File: config.mk
export PLATFORM = sky130hd
export DESIGN_NAME = acmp_top
export DESIGN_NICKNAME = d
export VERILOG_FILES = /design/src/rtl/acmp_pkg.sv /design/src/rtl/acmp_top.sv
export VERILOG_INCLUDE_DIRS = /design/src /design/src/rtl
export SDC_FILE = /design/constraint.sdc
export NUM_CORES = 1
export LEC_CHECK = 0
export ABC_AREA = 1
export BUFFER_PORTS_ARGS = -buffer_cell sky130_fd_sc_hd__buf_2
export CAP_MARGIN = 20
export CELL_PAD_IN_SITES_DETAIL_PLACEMENT = 0
export CELL_PAD_IN_SITES_GLOBAL_PLACEMENT = 1
export CORE_UTILIZATION = 45
export CTS_BUF_LIST = sky130_fd_sc_hd__clkbuf_8 sky130_fd_sc_hd__clkbuf_16
export DETAILED_ROUTE_END_ITERATION = 6
export MAX_ROUTING_LAYER = met4
export PLACE_DENSITY_LB_ADDON = 0.1
export REMOVE_ABC_BUFFERS = 1
export SYNTH_ARGS = -nofsm -noshare
export SYNTH_HDL_FRONTEND = slang
export SYNTH_SLANG_ARGS = --single-unit
File: constraint.sdc
create_clock -name clk -period 8.2 [get_ports clk]
set_input_delay 0.82 -clock clk [delete_from_list [all_inputs] [get_ports clk]]
set_output_delay 0.82 -clock clk [all_outputs]
set_load 0.05 [all_outputs]
File: src/rtl/acmp_cfg.svh
// Offsets, field positions, reset values and input id limits for the compare block
`ifndef ACMP_CFG_SVH
`define ACMP_CFG_SVH
`define ACMP_CTRL_OFS 8'h00
`define ACMP_LIMIT_OFS 8'h04
`define ACMP_TIME_OFS 8'h08
`define ACMP_MODE_OFS 8'h0c
`define ACMP_RESULT_OFS 8'h10
`define ACMP_ISTAT_OFS 8'h14
`define ACMP_IMASK_OFS 8'h18
`define ACMP_CTRL_EN_BIT 7
`define ACMP_CTRL_GIEN_BIT 6
`define ACMP_CTRL_FLAG_BIT 5
`define ACMP_CTRL_ID_LSB 8
`define ACMP_CTRL_DIFF_LSB 16
`define ACMP_TIME_DIV_LSB 16
`define ACMP_TIME_RES_LSB 24
`define ACMP_TIME_RESET 32'h0300_0000
`define ACMP_MODE_LVL_BIT 0
`define ACMP_MODE_CAP_BIT 1
`define ACMP_MODE_FRACTIONAL_FORMAT_SEL_BIT 2
`define ACMP_ID_MAX 6'h2c
`define ACMP_ID_NORMAL_MAX 6'h1f
`define ACMP_IRQ_EVENT_BIT 0
`define ACMP_IRQ_SCAN_BIT 1
`endif

File: src/rtl/acmp_pkg.sv
// Types shared by the compare block
package acmp_pkg;
	typedef enum logic [1:0] {
		ACMP_RES_6 = 2'b00,
		ACMP_RES_8 = 2'b01,
		ACMP_RES_10 = 2'b10,
		ACMP_RES_12 = 2'b11
	} acmp_res_t;
	typedef enum logic [1:0] {
		ACMP_IDLE = 2'b00,
		ACMP_SCAN = 2'b01,
		ACMP_HOLD = 2'b10
	} acmp_scan_t;
endpackage

File: src/rtl/acmp_top.sv
// Converter compare, scan trigger and timing control with Avalon-MM slave
`include "acmp_cfg.svh"
module acmp_top (
	// Clock and reset
	input wire logic clk,
	input wire logic nrst,
	// Avalon-MM slave
	input wire logic [7:0] address,
	input wire logic read,
	input wire logic write,
	input wire logic [31:0] writedata,
	input wire logic [3:0] byteenable,
	output logic [31:0] readdata,
	output logic waitrequest,
	// Scan trigger
	input wire logic scan_trigger_source,
	input wire logic scan_done,
	output logic scan_start,
	// Conversion results
	input wire logic result_valid,
	input wire logic [5:0] result_input,
	input wire logic [11:0] conversion_result,
	input wire logic [15:0] cap_pos,
	input wire logic [15:0] cap_neg,
	output logic [11:0] masked_result,
	// Converter clock and interrupts
	output logic converter_clock_period,
	output logic comparator_irq,
	output logic irq
);
	import acmp_pkg::*;

	typedef struct packed {
		logic [7:0] ctrl_lo;
		logic [5:0] matched_input_id;
		logic [15:0] cap_sense_diff_result;
		logic [15:0] compare_low_limit;
		logic [15:0] compare_high_limit;
		logic [6:0] converter_clock_divisor;
		acmp_res_t resolution_select;
		logic [2:0] mode;
		logic [5:0] monitor_input;
		logic [1:0] istat;
		logic [1:0] imask;
		acmp_scan_t scan;
		logic trig_q;
		logic [7:0] div_cnt;
		logic tad;
		logic [11:0] masked_result;
		logic [31:0] readdata;
		logic ack;
	} acmp_state_t;

	acmp_state_t st, next_st;
	logic rst_s1, rst_s2;

	// Reset release through two flops
	always_ff @(posedge clk or negedge nrst) begin
		if (!nrst) begin
			rst_s1 <= 1'b0;
			rst_s2 <= 1'b0;
		end else begin
			rst_s1 <= 1'b1;
			rst_s2 <= rst_s1;
		end
	end

	function automatic logic [11:0] res_mask(input acmp_res_t r,
		input logic [11:0] d);
		case (r)
			ACMP_RES_6: res_mask = {d[11:6], 6'h00};
			ACMP_RES_8: res_mask = {d[11:4], 4'h0};
			ACMP_RES_10: res_mask = {d[11:2], 2'h0};
			default: res_mask = d;
		endcase
	endfunction

	function automatic logic [31:0] be_merge(input logic [31:0] old,
		input logic [31:0] d, input logic [3:0] be);
		logic [31:0] r;
		r = old;
		for (int i = 0; i < 4; i++) begin
			if (be[i])
				r[i*8 +: 8] = d[i*8 +: 8];
		end
		be_merge = r;
	endfunction

	logic en, gien, flag, hit_any, cap, lvl, fractional_format_sel, input_ok;
	logic [15:0] res16, diff;
	logic [31:0] ctrl_rd, time_rd, wv;
	logic wr_acc, rd_acc;

	always_comb begin
		next_st = st;
		en = st.ctrl_lo[`ACMP_CTRL_EN_BIT];
		gien = st.ctrl_lo[`ACMP_CTRL_GIEN_BIT];
		flag = st.ctrl_lo[`ACMP_CTRL_FLAG_BIT];
		lvl = st.mode[`ACMP_MODE_LVL_BIT];
		cap = st.mode[`ACMP_MODE_CAP_BIT];
		fractional_format_sel = st.mode[`ACMP_MODE_FRACTIONAL_FORMAT_SEL_BIT];
		ctrl_rd = {st.cap_sense_diff_result, 2'b00, st.matched_input_id,
			st.ctrl_lo};
		time_rd = {6'h00, st.resolution_select, 1'b0,
			st.converter_clock_divisor, 16'h0000};
		// Writes land at the edge that ends the wait; read data is
		// captured a cycle early so it stands when waitrequest drops
		wr_acc = write && st.ack;
		rd_acc = read && !st.ack;
		wv = 32'h0;
		next_st.ack = (read || write) && !st.ack;

		// Converter clock: high and low each last divisor control periods
		next_st.div_cnt = st.div_cnt + 8'h01;
		if (st.converter_clock_divisor == 7'h00) begin
			next_st.div_cnt = 8'h00;
			next_st.tad = 1'b0;
		end else if (st.div_cnt >= {1'b0, st.converter_clock_divisor} -
			8'h01) begin
			next_st.div_cnt = 8'h00;
			next_st.tad = !st.tad;
		end

		// Scan trigger sequencing
		next_st.trig_q = scan_trigger_source;
		case (st.scan)
			ACMP_IDLE: begin
				if (scan_trigger_source && (lvl || !st.trig_q))
					next_st.scan = ACMP_SCAN;
			end
			ACMP_SCAN: begin
				if (scan_done)
					next_st.scan = ACMP_HOLD;
			end
			ACMP_HOLD: next_st.scan = ACMP_IDLE;
			default: next_st.scan = ACMP_IDLE;
		endcase

		// Comparator, once per result of the monitored input
		res16 = {4'h0, res_mask(st.resolution_select, conversion_result)};
		diff = cap_pos - cap_neg;
		input_ok = cap ? (result_input <= `ACMP_ID_MAX)
			: (result_input <= `ACMP_ID_NORMAL_MAX);
		hit_any = (st.ctrl_lo[4] && st.compare_low_limit <= res16 &&
				res16 < st.compare_high_limit) ||
			(st.ctrl_lo[3] && res16 >= st.compare_high_limit) ||
			(st.ctrl_lo[2] && res16 < st.compare_high_limit) ||
			(st.ctrl_lo[1] && res16 >= st.compare_low_limit) ||
			(st.ctrl_lo[0] && res16 < st.compare_low_limit);
		if (result_valid)
			next_st.masked_result = res_mask(st.resolution_select,
				conversion_result);

		// Register writes
		if (wr_acc) begin
			if (address == `ACMP_CTRL_OFS) begin
				wv = be_merge(ctrl_rd, writedata, byteenable);
				next_st.ctrl_lo = {wv[7:6], flag, wv[4:0]};
			end else if (address == `ACMP_LIMIT_OFS) begin
				wv = be_merge({st.compare_high_limit, st.compare_low_limit},
					writedata, byteenable);
				next_st.compare_high_limit = wv[31:16];
				next_st.compare_low_limit = wv[15:0];
			end else if (address == `ACMP_TIME_OFS) begin
				wv = be_merge(time_rd, writedata, byteenable);
				next_st.converter_clock_divisor = wv[22:16];
				next_st.resolution_select = acmp_res_t'(wv[25:24]);
			end else if (address == `ACMP_MODE_OFS) begin
				wv = be_merge({18'h0, st.monitor_input, 5'h0, st.mode},
					writedata, byteenable);
				next_st.mode = wv[2:0];
				next_st.monitor_input = wv[13:8];
			end else if (address == `ACMP_ISTAT_OFS) begin
				next_st.istat = st.istat & ~writedata[1:0];
			end else if (address == `ACMP_IMASK_OFS) begin
				next_st.imask = writedata[1:0];
			end
		end

		// Scan completion after the clear, so a same-cycle set wins
		if (st.scan == ACMP_HOLD)
			next_st.istat[`ACMP_IRQ_SCAN_BIT] = 1'b1;

		// Reading the id field acknowledges the event
		if (read && st.ack && address == `ACMP_CTRL_OFS && byteenable[1])
			next_st.ctrl_lo[`ACMP_CTRL_FLAG_BIT] = 1'b0;
		// Disabled comparator holds the flag clear
		if (!next_st.ctrl_lo[`ACMP_CTRL_EN_BIT])
			next_st.ctrl_lo[`ACMP_CTRL_FLAG_BIT] = 1'b0;
		// Event set wins over a read clear
		if (en && next_st.ctrl_lo[`ACMP_CTRL_EN_BIT] && result_valid &&
			result_input == st.monitor_input && input_ok && hit_any) begin
			next_st.ctrl_lo[`ACMP_CTRL_FLAG_BIT] = 1'b1;
			next_st.matched_input_id = result_input;
			next_st.istat[`ACMP_IRQ_EVENT_BIT] = 1'b1;
			if (cap)
				next_st.cap_sense_diff_result = fractional_format_sel ? diff : diff;
		end

		// Read data
		if (rd_acc) begin
			if (address == `ACMP_CTRL_OFS)
				next_st.readdata = ctrl_rd;
			else if (address == `ACMP_LIMIT_OFS)
				next_st.readdata = {st.compare_high_limit, st.compare_low_limit};
			else if (address == `ACMP_TIME_OFS)
				next_st.readdata = time_rd;
			else if (address == `ACMP_MODE_OFS)
				next_st.readdata = {18'h0, st.monitor_input, 5'h0, st.mode};
			else if (address == `ACMP_RESULT_OFS)
				next_st.readdata = {20'h0, st.masked_result};
			else if (address == `ACMP_ISTAT_OFS)
				next_st.readdata = {30'h0, st.istat};
			else if (address == `ACMP_IMASK_OFS)
				next_st.readdata = {30'h0, st.imask};
			else
				next_st.readdata = 32'h0;
		end
	end

	always_ff @(posedge clk or negedge rst_s2) begin
		if (!rst_s2) begin
			st <= '0;
			st.converter_clock_divisor <=
				7'((`ACMP_TIME_RESET >> `ACMP_TIME_DIV_LSB) & 32'h7f);
			st.resolution_select <=
				acmp_res_t'(2'((`ACMP_TIME_RESET >> `ACMP_TIME_RES_LSB) & 32'h3));
		end else begin
			st <= next_st;
		end
	end

	// One-cycle wait state on every access; answer at the following edge
	assign waitrequest = (read || write) && !st.ack;
	assign readdata = st.readdata;
	assign scan_start = (st.scan == ACMP_SCAN);
	assign masked_result = st.masked_result;
	assign converter_clock_period = st.tad;
	// Comparator interrupt gated by the global enable; irq gated by imask only
	assign comparator_irq = flag && gien;
	assign irq = |(st.istat & st.imask);

	a_irq_follows_flag: assert property (
		@(posedge clk) disable iff (!rst_s2)
		comparator_irq |-> st.ctrl_lo[`ACMP_CTRL_GIEN_BIT] &&
		st.ctrl_lo[`ACMP_CTRL_FLAG_BIT])
		else $error("irq without flag and enable");
	a_disable_clears: assert property (
		@(posedge clk) disable iff (!rst_s2)
		!st.ctrl_lo[`ACMP_CTRL_EN_BIT] |-> !st.ctrl_lo[`ACMP_CTRL_FLAG_BIT])
		else $error("flag set while disabled");
	a_id_in_range: assert property (
		@(posedge clk) disable iff (!rst_s2)
		st.matched_input_id <= `ACMP_ID_MAX)
		else $error("reserved id stored");
	a_edge_single: assert property (
		@(posedge clk) disable iff (!rst_s2)
		(st.scan == ACMP_IDLE && !lvl && st.trig_q) |=> st.scan == ACMP_IDLE)
		else $error("edge mode rescanned on a steady trigger");
	a_level_restart: assert property (
		@(posedge clk) disable iff (!rst_s2)
		(st.scan == ACMP_IDLE && lvl && scan_trigger_source)
		|=> st.scan == ACMP_SCAN)
		else $error("level trigger did not rescan");
	a_flag_sticky: assert property (
		@(posedge clk) disable iff (!rst_s2)
		(flag && en && !(read && st.ack) && !(write && st.ack))
		|=> st.ctrl_lo[`ACMP_CTRL_FLAG_BIT])
		else $error("flag lost");
	a_between_hit: assert property (
		@(posedge clk) disable iff (!rst_s2)
		(en && st.ctrl_lo[4] && result_valid && !(write && st.ack) &&
		result_input == st.monitor_input && input_ok &&
		st.compare_low_limit <= res16 && res16 < st.compare_high_limit)
		|=> st.ctrl_lo[`ACMP_CTRL_FLAG_BIT])
		else $error("between hit missed");
	a_normal_range: assert property (
		@(posedge clk) disable iff (!rst_s2)
		(!cap && result_valid && result_input > `ACMP_ID_NORMAL_MAX)
		|=> $stable(st.matched_input_id))
		else $error("high input matched in normal mode");
	// Status bits only fall on a one written to them
	a_istat_sticky: assert property (
		@(posedge clk) disable iff (!rst_s2)
		(st.istat[`ACMP_IRQ_EVENT_BIT] &&
		!(write && st.ack && address == `ACMP_ISTAT_OFS))
		|=> st.istat[`ACMP_IRQ_EVENT_BIT])
		else $error("status bit lost");
	a_res_zero: assert property (
		@(posedge clk) disable iff (!rst_s2)
		(result_valid && st.resolution_select == ACMP_RES_6)
		|=> masked_result[5:0] == 6'h00)
		else $error("low bits not zero");
	a_ack_one: assert property (
		@(posedge clk) disable iff (!rst_s2)
		(read && waitrequest) |=> !waitrequest)
		else $error("wait too long");
	a_div_period: assert property (
		@(posedge clk) disable iff (!rst_s2)
		(st.converter_clock_divisor == 7'h01 &&
		$stable(st.converter_clock_divisor))
		|-> $changed(st.tad) || st.div_cnt != 8'h00)
		else $error("divider stalled");
endmodule

# Yosys cells after proc, flatten, opt, wreduce, memory -nomap -nowiden
# Index checks and enable logic that the tools add are counted.
# word_totals
inputBits	101
elab_cells	148
out_inout_bits	49
regBits	143
# classes
add_sub_neg	3
muxes	30
n_lt_le_gt_ge	8
bitwise	8
n_reduce_logical	52
n_eq_ne	22
# op_table
op	count
$mux 32	2
$ge 12x16->1	2
$lt 12x16->1	2
$mux 26	1
$eq 8x5->1 const B	3
$mux 8	3
$reduce_and 6->1	4
$mux 4	5
$ne 2x2->1 const B	10
$logic_and 1x1->1	19
$mux 9	2
$pmux 6 s3	1
$eq 8x4->1 const B	2
$le 16x12->1	1
$reduce_and 4->1	4
$sub 16x16->16	1
$mux 14	1
$mux 2	7
$mux 12	1
$reduce_and 5->1	2
$reduce_bool 2->1	5
$add 8x1->8 const B	1
$eq 8x3->1 const B	1
$ge 8x8->1	1
other kinds (21)	42

# Logic depth before layout (Yosys ltp)
# Gate-level depths: netlist (run 1).
# depth
depth_word	12
ltp_mapped	20
ltp_nobuf	18

# Worst setup path before layout (run 1)
# Ideal clock, no wire load.
# synth_timing
path_type	input to register
from	input conversion_result[1]
to	register st (netlist bit ctrl_rd[26])
setup_time_ns	0.117
setup_slack_ns	5.806
arrival_ns	2.277
stages	15
required_time_ns	8.083
path_cell_list	and3_1 ha_1 nand2_1 nor2_1 and2_1 nand2_1 nand4_1 nand2_1 nand2_1 nand2_1 nand2_1 buf_2 nand3_4 nand2_1 nand2_1
# synth_via
elab_chain_cells	10
elab_cells_between_ends	18
classes_between	order compare: 5; mux: 1; reduce/logical: 12
# synth_lines
element	line	text
from (decl)	acmp_top.sv:22	input wire logic [11:0] conversion_result,
$pmux 6 s3 *	acmp_top.sv:70	case (r)
$le 16x12->1	acmp_top.sv:144	hit_any = (st.ctrl_lo[4] && st.compare_low_limit <= res16 &&
$logic_and 1x1->1 (2 in series)	acmp_top.sv:144	
$logic_or 1x1->1	acmp_top.sv:145	res16 < st.compare_high_limit) ||
$logic_or 1x1->1	acmp_top.sv:146	(st.ctrl_lo[3] && res16 >= st.compare_high_limit) ||
$logic_or 1x1->1	acmp_top.sv:147	(st.ctrl_lo[2] && res16 < st.compare_high_limit) ||
$logic_or 1x1->1 *	acmp_top.sv:148	(st.ctrl_lo[1] && res16 >= st.compare_low_limit) ||
$logic_and 1x1->1 *	acmp_top.sv:191	if (en && next_st.ctrl_lo[`ACMP_CTRL_EN_BIT] && result_valid &&
$reduce_and 2->1 (no source line) *	--	
to (signal assigned)	acmp_top.sv:229	st <= next_st;
to (decl)	acmp_top.sv:54	acmp_state_t st, next_st;
# Mark *: on every way between the ends. The rest lies on a longest branch, timed or not.
# A chain may end at the register's enable or synchronous reset.

# Worst setup path in the final report (run 1)
# layout_timing
from	register st[71] (netlist bit)
to	register st (netlist bit ctrl_rd[31])
# layout_via
elab_chain_cells	11
elab_cells_between_ends	21
classes_between	order compare: 5; eq/ne: 2; mux: 1; reduce/logical: 13
# layout_lines
element	line	text
$eq 2x2->1 (tied with other cells)	acmp_top.sv:70	
$pmux 6 s3 *	acmp_top.sv:70	
via res16[5]	acmp_top.sv:90	logic [15:0] res16, diff;
$le 16x12->1	acmp_top.sv:144	
$logic_and 1x1->1 (2 in series)	acmp_top.sv:144	
$logic_or 1x1->1	acmp_top.sv:145	
$logic_or 1x1->1	acmp_top.sv:146	
$logic_or 1x1->1	acmp_top.sv:147	
$logic_or 1x1->1 *	acmp_top.sv:148	
$logic_and 1x1->1 *	acmp_top.sv:191	
$reduce_and 2->1 (no source line) *	--	
# The timed path passes the listed nets; every way through them passes the cells marked *.

==> summary.txt, run 1 <==
Floorplanning
  – Die area: between 0.015 and 0.02 mm²
  – Initial Util: around 46%
  – Core Region: 0.0186 mm²
  – Row cnt: 50
  – Io pins: 150
  – Die width: 140 µm
  – Die Span Y: between 100 and 150 µm

Critical path
  – Setup CP Type: flop to flop
  – CP dominant cell by count: nand2_1
  – Slowest Stage Delay on Critical Path: ~0.64 ns
  – Critical Path Start Type: flop
  – R2R setup slack: just under 5 ns
  – Worst Path Required: 8.50 ns
  – CP max stage cell: dfstp_2
  – Crit path max fanout: 22
  – Worst EP arrival: 3.56 ns
  – Crit-path cells: o21a_1, ha_1, a21oi_1, nor2_1, nor2_1, nand2_1, a21boi_0, nand2_1, nand2_1, nand3_1, nand2_1, nand2_1
  – Worst flop-to-flop path startpoint: st[71]$_DFFE_PN1P_
  – Setup crit end kind: flop
  – Reg2reg end: ctrl_rd[31]$_DFFE_PN0P_
  – FF-to-FF path depth: 12

Layout
  – Leading cell type in the layout, fill and taps excluded: nand2_1
  – Final-layout fill cell count: about 1900
  – Most frequent cells in the layout: 249 x nand2_1, 153 x inv_1, 149 x buf_2, 140 x dfrtp_1, 79 x nor2_1
  – Multi-input gate area: 0.00391 mm²
  – Share of cells above drive strength 1: ~18%
  – P&R area growth vs syn: 15.0%
  – Final nets: 1324
  – Post-layout util: between 50% and 60%
  – Register area: ~0.0036 mm²
  – Inserted Diodes: 0

Logic synthesis
  – Yosys cell types: 54
  – EDFF count, synth: 0
  – Main flop type after synthesis: dfrtp_1
  – Gate Count Post-Synth: between 1000 and 1500
  – Area of the mapped netlist: 0.00855 mm²
  – Seq/Total Area, Yosys: a little over two fifths
  – Syn avg cell area: ~8.0 µm²
  – Post-synthesis register bit count: 143
  – Ys Warns: 0
  – Post-synth ARST share: 100%

Detailed routing
  – Routed length per instance: around 16 µm
  – Post-DRT Antenna Nets: 0
  – Post-route DRC: 1
  – Initial drt markers: roughly 380
  – Routed wire length: between 20 and 25 mm
  – Via-to-Cell Ratio: ~5
  – Routed via count: 7102
  – Drt pass-1 iters: 7

Timing
  – Setup Viol. Count Final: 0
  – Fin crit period: 3.26 ns
  – Setup TNS: 0 ns
  – Max Freq: slightly above 0.3 GHz
  – Final slew viol count: 0
  – Endpoints failing hold: 0
  – Clock Skew: 0.00839 ns
  – Slew HR: 40.1%
  – RSZ-0062 raised after global routing: false
  – Measured slew at the worst slew-check pin: approximately 0.90 ns
  – Crit share post-route: between 30 and 40%

Global route
  – Grt met3 use: under 10%
  – Met2 Usage GRT: between 30 and 40%
  – First-pass GRT wire length: ~36 mm
  – GRT met1 Usage: between 30 and 40%
  – Tot GR Track Use: ~25%
  – GRT overflow: 0
  – Pin count of the biggest net entering global routing: 75
  – Initial antenna violation count: 0
  – Vias in the first global route: slightly below 7000
  – Busiest grt layer: met2

Clock tree
  – TritonCTS clock tree: built
  – Post-CTS Resized: 0
  – Clock tree buffer depth: 2
  – Total CTS buffers: 17
  – Post-CTS Setup Inserts: 0
  – Clock latency on the worst-skew pair: around 0.42 ns
  – # clock sinks: 143
  – H-tree depth: 4
  – CTS hold repair buffers: 0
  – CTS root buf: clkbuf_16
  – Clock transition at path regs: around 0.06 ns

Worst hold path
  – Min-Delay Path Class: flop to asynchronous set/reset pin

Pwr
  – Maximum vdd drop: approximately 0.14 mV
  – Pleak: approximately 5.3 nW
  – Pwr Density: around 200 mW/mm²
  – Design Power: approximately 2 mW

Placement
  – Detailed placement HPWL: between 15 and 20 mm
  – Routability Congestion: a little over 0.8
  – PortBufs: between 100 and 150

Outcome
  – Status: finished with violations
  – Failing checks: design-rule violations

Flow run
  – Max cap viols: 0
cells by family after synthesis:
group                      share of synthesized area [%]
AOI/OAI and AO/OA                                   12.4
xor gates and xnor gates                            2.36
adders and majority gates                           7.41
buffers and inverters                               12.4
DFF                                                 41.9
muxes                                               1.32
other                                             0.0439
and+or+nand+nor                                     22.2
cell type report:
type | instances | area share, %
clock buffers | 21 | 4.89
inverters | 159 | 6.16
flip-flops and latches | 143 | 36.5
well taps | 234 | 2.98
clock inverters | 11 | 1.41
repair buffers | 156 | 8.33
multi-input cells | 696 | 39.8
cell usage after synthesis (3+ instances only):
master | number | share of area (%)
buf_4 | 46 | 4.0
nand3_4 | 3 | 0.61
o22ai_1 | 6 | 0.44
xor2_1 | 15 | 1.5
nor2_8 | 5 | 1.2
o221ai_1 | 4 | 0.41
buf_2 | 11 | 0.64
ha_1 | 49 | 7.2
mux2i_1 | 9 | 1.1
o21ai_0 | 66 | 3.9
o211ai_1 | 7 | 0.61
nand3_1 | 34 | 2.0
a221oi_1 | 4 | 0.41
xnor2_1 | 8 | 0.82
nor2_2 | 3 | 0.22
o21a_1 | 3 | 0.26
o21ai_1 | 17 | 1.0
inv_4 | 3 | 0.22
a31oi_1 | 11 | 0.81
inv_1 | 151 | 6.6
nand2_1 | 249 | 11
nand4_1 | 23 | 1.7
dfrtp_1 | 141 | 41
a21oi_1 | 62 | 3.6
inv_2 | 3 | 0.13
nor2_1 | 79 | 3.5
clkbuf_1 | 13 | 0.57
nor3_1 | 8 | 0.47
report_power, final:
group          switching (mW)  internal [mW]  leakage [nW]
Clock                   0.303          0.508         0.304
Combinational           0.246          0.122          3.08
Sequential             0.0343          0.750          1.88
worst max-delay path by stage:
stage,from,end,depth (start not counted)
finish,st[71]$_DFFE_PN1P_,ctrl_rd[31]$_DFFE_PN0P_,12
global route,st[71]$_DFFE_PN1P_,ctrl_rd[23]$_DFFE_PN0P_,14
CTS,st[71]$_DFFE_PN1P_,ctrl_rd[31]$_DFFE_PN0P_,12
detailed placement,conversion_result[11],ctrl_rd[23]$_DFFE_PN0P_,13
global placement,conversion_result[11],ctrl_rd[27]$_DFFE_PN0P_,13
floorplan,rst_s2$_DFF_PN0_,cap$_DFFE_PN0P_,0
registers in the layout, indices dropped and copies added (netlist names):
| name | count |
|---|---|
| st | 63 |
| readdata | 32 |
| ctrl_rd | 30 |
| masked_result | 12 |
| cap | 1 |
| converter_clock_period | 1 |
| fractional_format_sel | 1 |
| lvl | 1 |
| rst_s1 | 1 |
| rst_s2 | 1 |
worst max-delay path: cells and delay by family (launching register included):
kind                       cells  cell delay [ns]
and+or+nand+nor                8             1.66
DFF                            1             0.64
AOI/OAI and AO/OA              3             0.56
adders and majority gates      1             0.27
per-layer routing:
layer	up-vias	routed length, µm
met3	17	787
met2	156	9820
met1	3300	11300
met5	-	0
met4	0	221
li1	3629	-
metrics by stage:
stage,std cells,setup slack [ns],hold slack (ns),area (µm²)
6_report,1420,4.94,0.134,9830
2_1_floorplan,998,3.92,0.331,8090
4_1_cts,1419,4.97,0.162,9800
3_5_place_dp,1387,4.62,0.343,9180
3_3_place_gp,1387,4.73,0.339,9180
5_1_grt,1420,4.62,0.142,9830
Power figures use the tool's default switching activity.
==> run 2: changes to the inputs <==
CORE_UTILIZATION = 42   (was 45)
clock period = 3.2 ns   (was 8.2 ns; I/O delays follow)
==> summary.txt, run 2 (same netlist as run 1, synthesis figures left out) <==
Outcome
  – Status: finished, final reports clean

Global route
  – First-pass GRT wire length: 36.2 mm (+0.27%)
  – Pin count of the biggest net entering global routing: 71 (-5.3%)
  – Vias in the first global route: 6853 (+1.3%)
  – Initial antenna violation count: 0 (unchanged)
  – Tot GR Track Use: 23.8% (-1.0 points)
  – GRT overflow: 0 (unchanged)

Critical path
  – Worst EP arrival: 3.10 ns (-0.46 ns)
  – Critical Path Start Type: flop
  – Worst Setup SP: st[71]$_DFFE_PN1P_
  – Reg2reg end: ctrl_rd[22]$_DFFE_PN0P_
  – CP dominant cell by count: nand2_1
  – Setup crit end: ctrl_rd[22]$_DFFE_PN0P_
  – Crit-path cells: nand3_1, ha_1, nand2_1, nor2_1, and2_1, nand2_1, nand4_1, nand2_1, nand2_1, nand2_1, nand2_1, nand3_1, nand2_1, nand2_1
  – Crit path max fanout: 11 (-50%)
  – Worst Path Required: 3.50 ns (-5.00 ns)
  – Setup crit end kind: flop
  – Worst flop-to-flop path startpoint: st[71]$_DFFE_PN1P_
  – FF-to-FF path depth: 14 (+2)
  – CP max stage cell: dfstp_2
  – Slowest Stage Delay on Critical Path: 0.63 ns (about the same)
  – R2R setup slack: 0.40 ns (-4.54 ns)
  – Setup CP Type: flop to flop

Timing
  – Clock Skew: 0.00937 ns (+0.000976 ns)
  – Crit share post-route: 87.5% (+48 points)
  – Final slew viol count: 0 (unchanged)
  – Worst hold slack: 0.0224 ns (-0.112 ns)
  – Fin crit period: 2.80 ns (-0.460 ns)
  – Measured slew at the worst slew-check pin: 0.893 ns (-0.00626 ns)
  – Slew HR: 40.3% (+0.20 points)
  – Setup Viol. Count Final: 0 (unchanged)
  – RSZ-0062 raised after global routing: false
  – Max Freq: 0.357 GHz (+16%)
  – Endpoints failing hold: 0 (unchanged)

Floorplanning
  – Die width: 145 µm (+3.5%)
  – Core Region: 0.0197 mm² (+5.8%)
  – Die Span Y: 145 µm (+3.5%)
  – Io pins: 150 (unchanged)
  – Row cnt: 51 (+2.0%)
  – Initial Util: 43.3% (-2.5 points)
  – Die area: 0.0209 mm² (+7.0%)

Clock tree
  – Post-CTS Resized: 0 (unchanged)
  – Clock tree buffer depth: 2 (unchanged)
  – Post-CTS Setup Inserts: 0 (unchanged)
  – H-tree depth: 4 (unchanged)
  – CTS root buf: clkbuf_16
  – Clock transition at path regs: 0.06 ns (about the same)
  – TritonCTS clock tree: built
  – # clock sinks: 143 (unchanged)
  – Total CTS buffers: 17 (unchanged)
  – Clock latency on the worst-skew pair: 0.42 ns (about the same)

Layout
  – Leading cell type in the layout, fill and taps excluded: nand2_1
  – Number of flip-flops in the largest register: 63 (unchanged)
  – Inserted Diodes: 0 (unchanged)
  – P&R area growth vs syn: 16.0%
  – Fin cells: 1455 (+2.5%)
  – Final nets: 1329 (+0.38%)
  – Share of cells above drive strength 1: 18.7% (+0.27 points)
  – Largest Register: st
  – Most frequent cells in the layout: 249 x nand2_1, 152 x inv_1, 149 x buf_2, 140 x dfrtp_1, 79 x nor2_1
  – Non-Filler Cell Area, Final: 0.00991 mm² (+0.84%)

Placement
  – PortBufs: 149 (unchanged)
  – Detailed placement HPWL: 17.2 mm (+5.4%)
  – DP Area: 0.00927 mm² (+0.97%)
  – Cell Count Post-Placement: 1423 (+2.6%)
  – Routability Congestion: 0.838 (+2.5%)

Detailed routing
  – Routed wire length: 22.7 mm (+2.4%)
  – Routed via count: 7238 (+1.9%)
  – Routed length per instance: 15.6 µm (about the same)
  – Drt pass-1 iters: 5 (-2)
  – Via-to-Cell Ratio: 4.97 (-0.54%)
  – Initial drt markers: 478 (+25%)
  – Post-route DRC: 0 (-1)
  – Post-DRT Antenna Nets: 0 (unchanged)

Pwr
  – Maximum vdd drop: 0.345 mV (+150%)
  – Pleak: 5.30 nW (+0.55%)
  – Pwr Density: 513 mW/mm² (+160%)

Flow run
  – Max cap viols: 0 (unchanged)

Worst hold path
  – Min-Delay Path Class: input port to flop
## run 2: where the power goes
group | total [mW] | switching (mW) | internal [mW]
Combinational | 0.941 | 0.626 | 0.315
Clock | 2.13 | 0.768 | 1.36
Sequential | 2.02 | 0.0975 | 1.92
## run 2: metrics by stage
step / power, mW / setup WS (ns) / util (%) / setup TNS, ns
2_1_floorplan: 2.70 / -1.08 / - / -149.54
3_3_place_gp: 3.00 / 0.443 / 47.0 / 0
3_5_place_dp: 3.00 / 0.396 / 47.0 / 0
4_1_cts: 5.14 / 0.393 / 50.3 / 0
5_1_grt: 5.36 / 0.0875 / 50.3 / 0
6_report: 5.09 / 0.401 / 50.3 / 0
## run 2: final cells by class
class | instances | area, µm²
Fill cell | 1970 | 9810
Clock inverter | 11 | 164
Inverter | 159 | 606
Multi-Input combinational cell | 696 | 3910
Tap cell | 265 | 332
Sequential cell | 143 | 3580
Clock buffer | 20 | 467
Timing Repair Buffer | 161 | 851
## run 2: critical path, delay by kind of cell, from the launching register on
family,cells,cell delay [ns]
adder cells (fa/ha/maj),1,0.33
flip-flops,1,0.63
AND/OR/NAND/NOR,13,1.71
## run 2: how the worst min path moves through the flow
stage	startpoint	end	cells past startpoint
floorplan	nrst	rst_s1$_DFF_PN0_	0
global placement	nrst	rst_s1$_DFF_PN0_	1
detailed placement	nrst	rst_s1$_DFF_PN0_	1
CTS	scan_trigger_source	st[54]$_DFF_PN0_	1
global route	scan_trigger_source	st[54]$_DFF_PN0_	1
finish	scan_trigger_source	st[54]$_DFF_PN0_	1
## run 2: metal layers
layer | share of wire (%) | vias up | track usage [%]
met1 | 51 | 3391 | 33.7
met5 | 0 | - | -
met2 | 44 | 175 | 35.0
met4 | 0.99 | 0 | 5.21
met3 | 4.6 | 16 | 4.50
li1 | - | 3656 | -
## run 2: what timing repair did
| item | in CTS | in global routing |
|---|---|---|
| endpoints found under the setup margin | 0 | 0 |
| hold buffers | 1 | 0 |
| hold endpoints to repair | 2 | 0 |
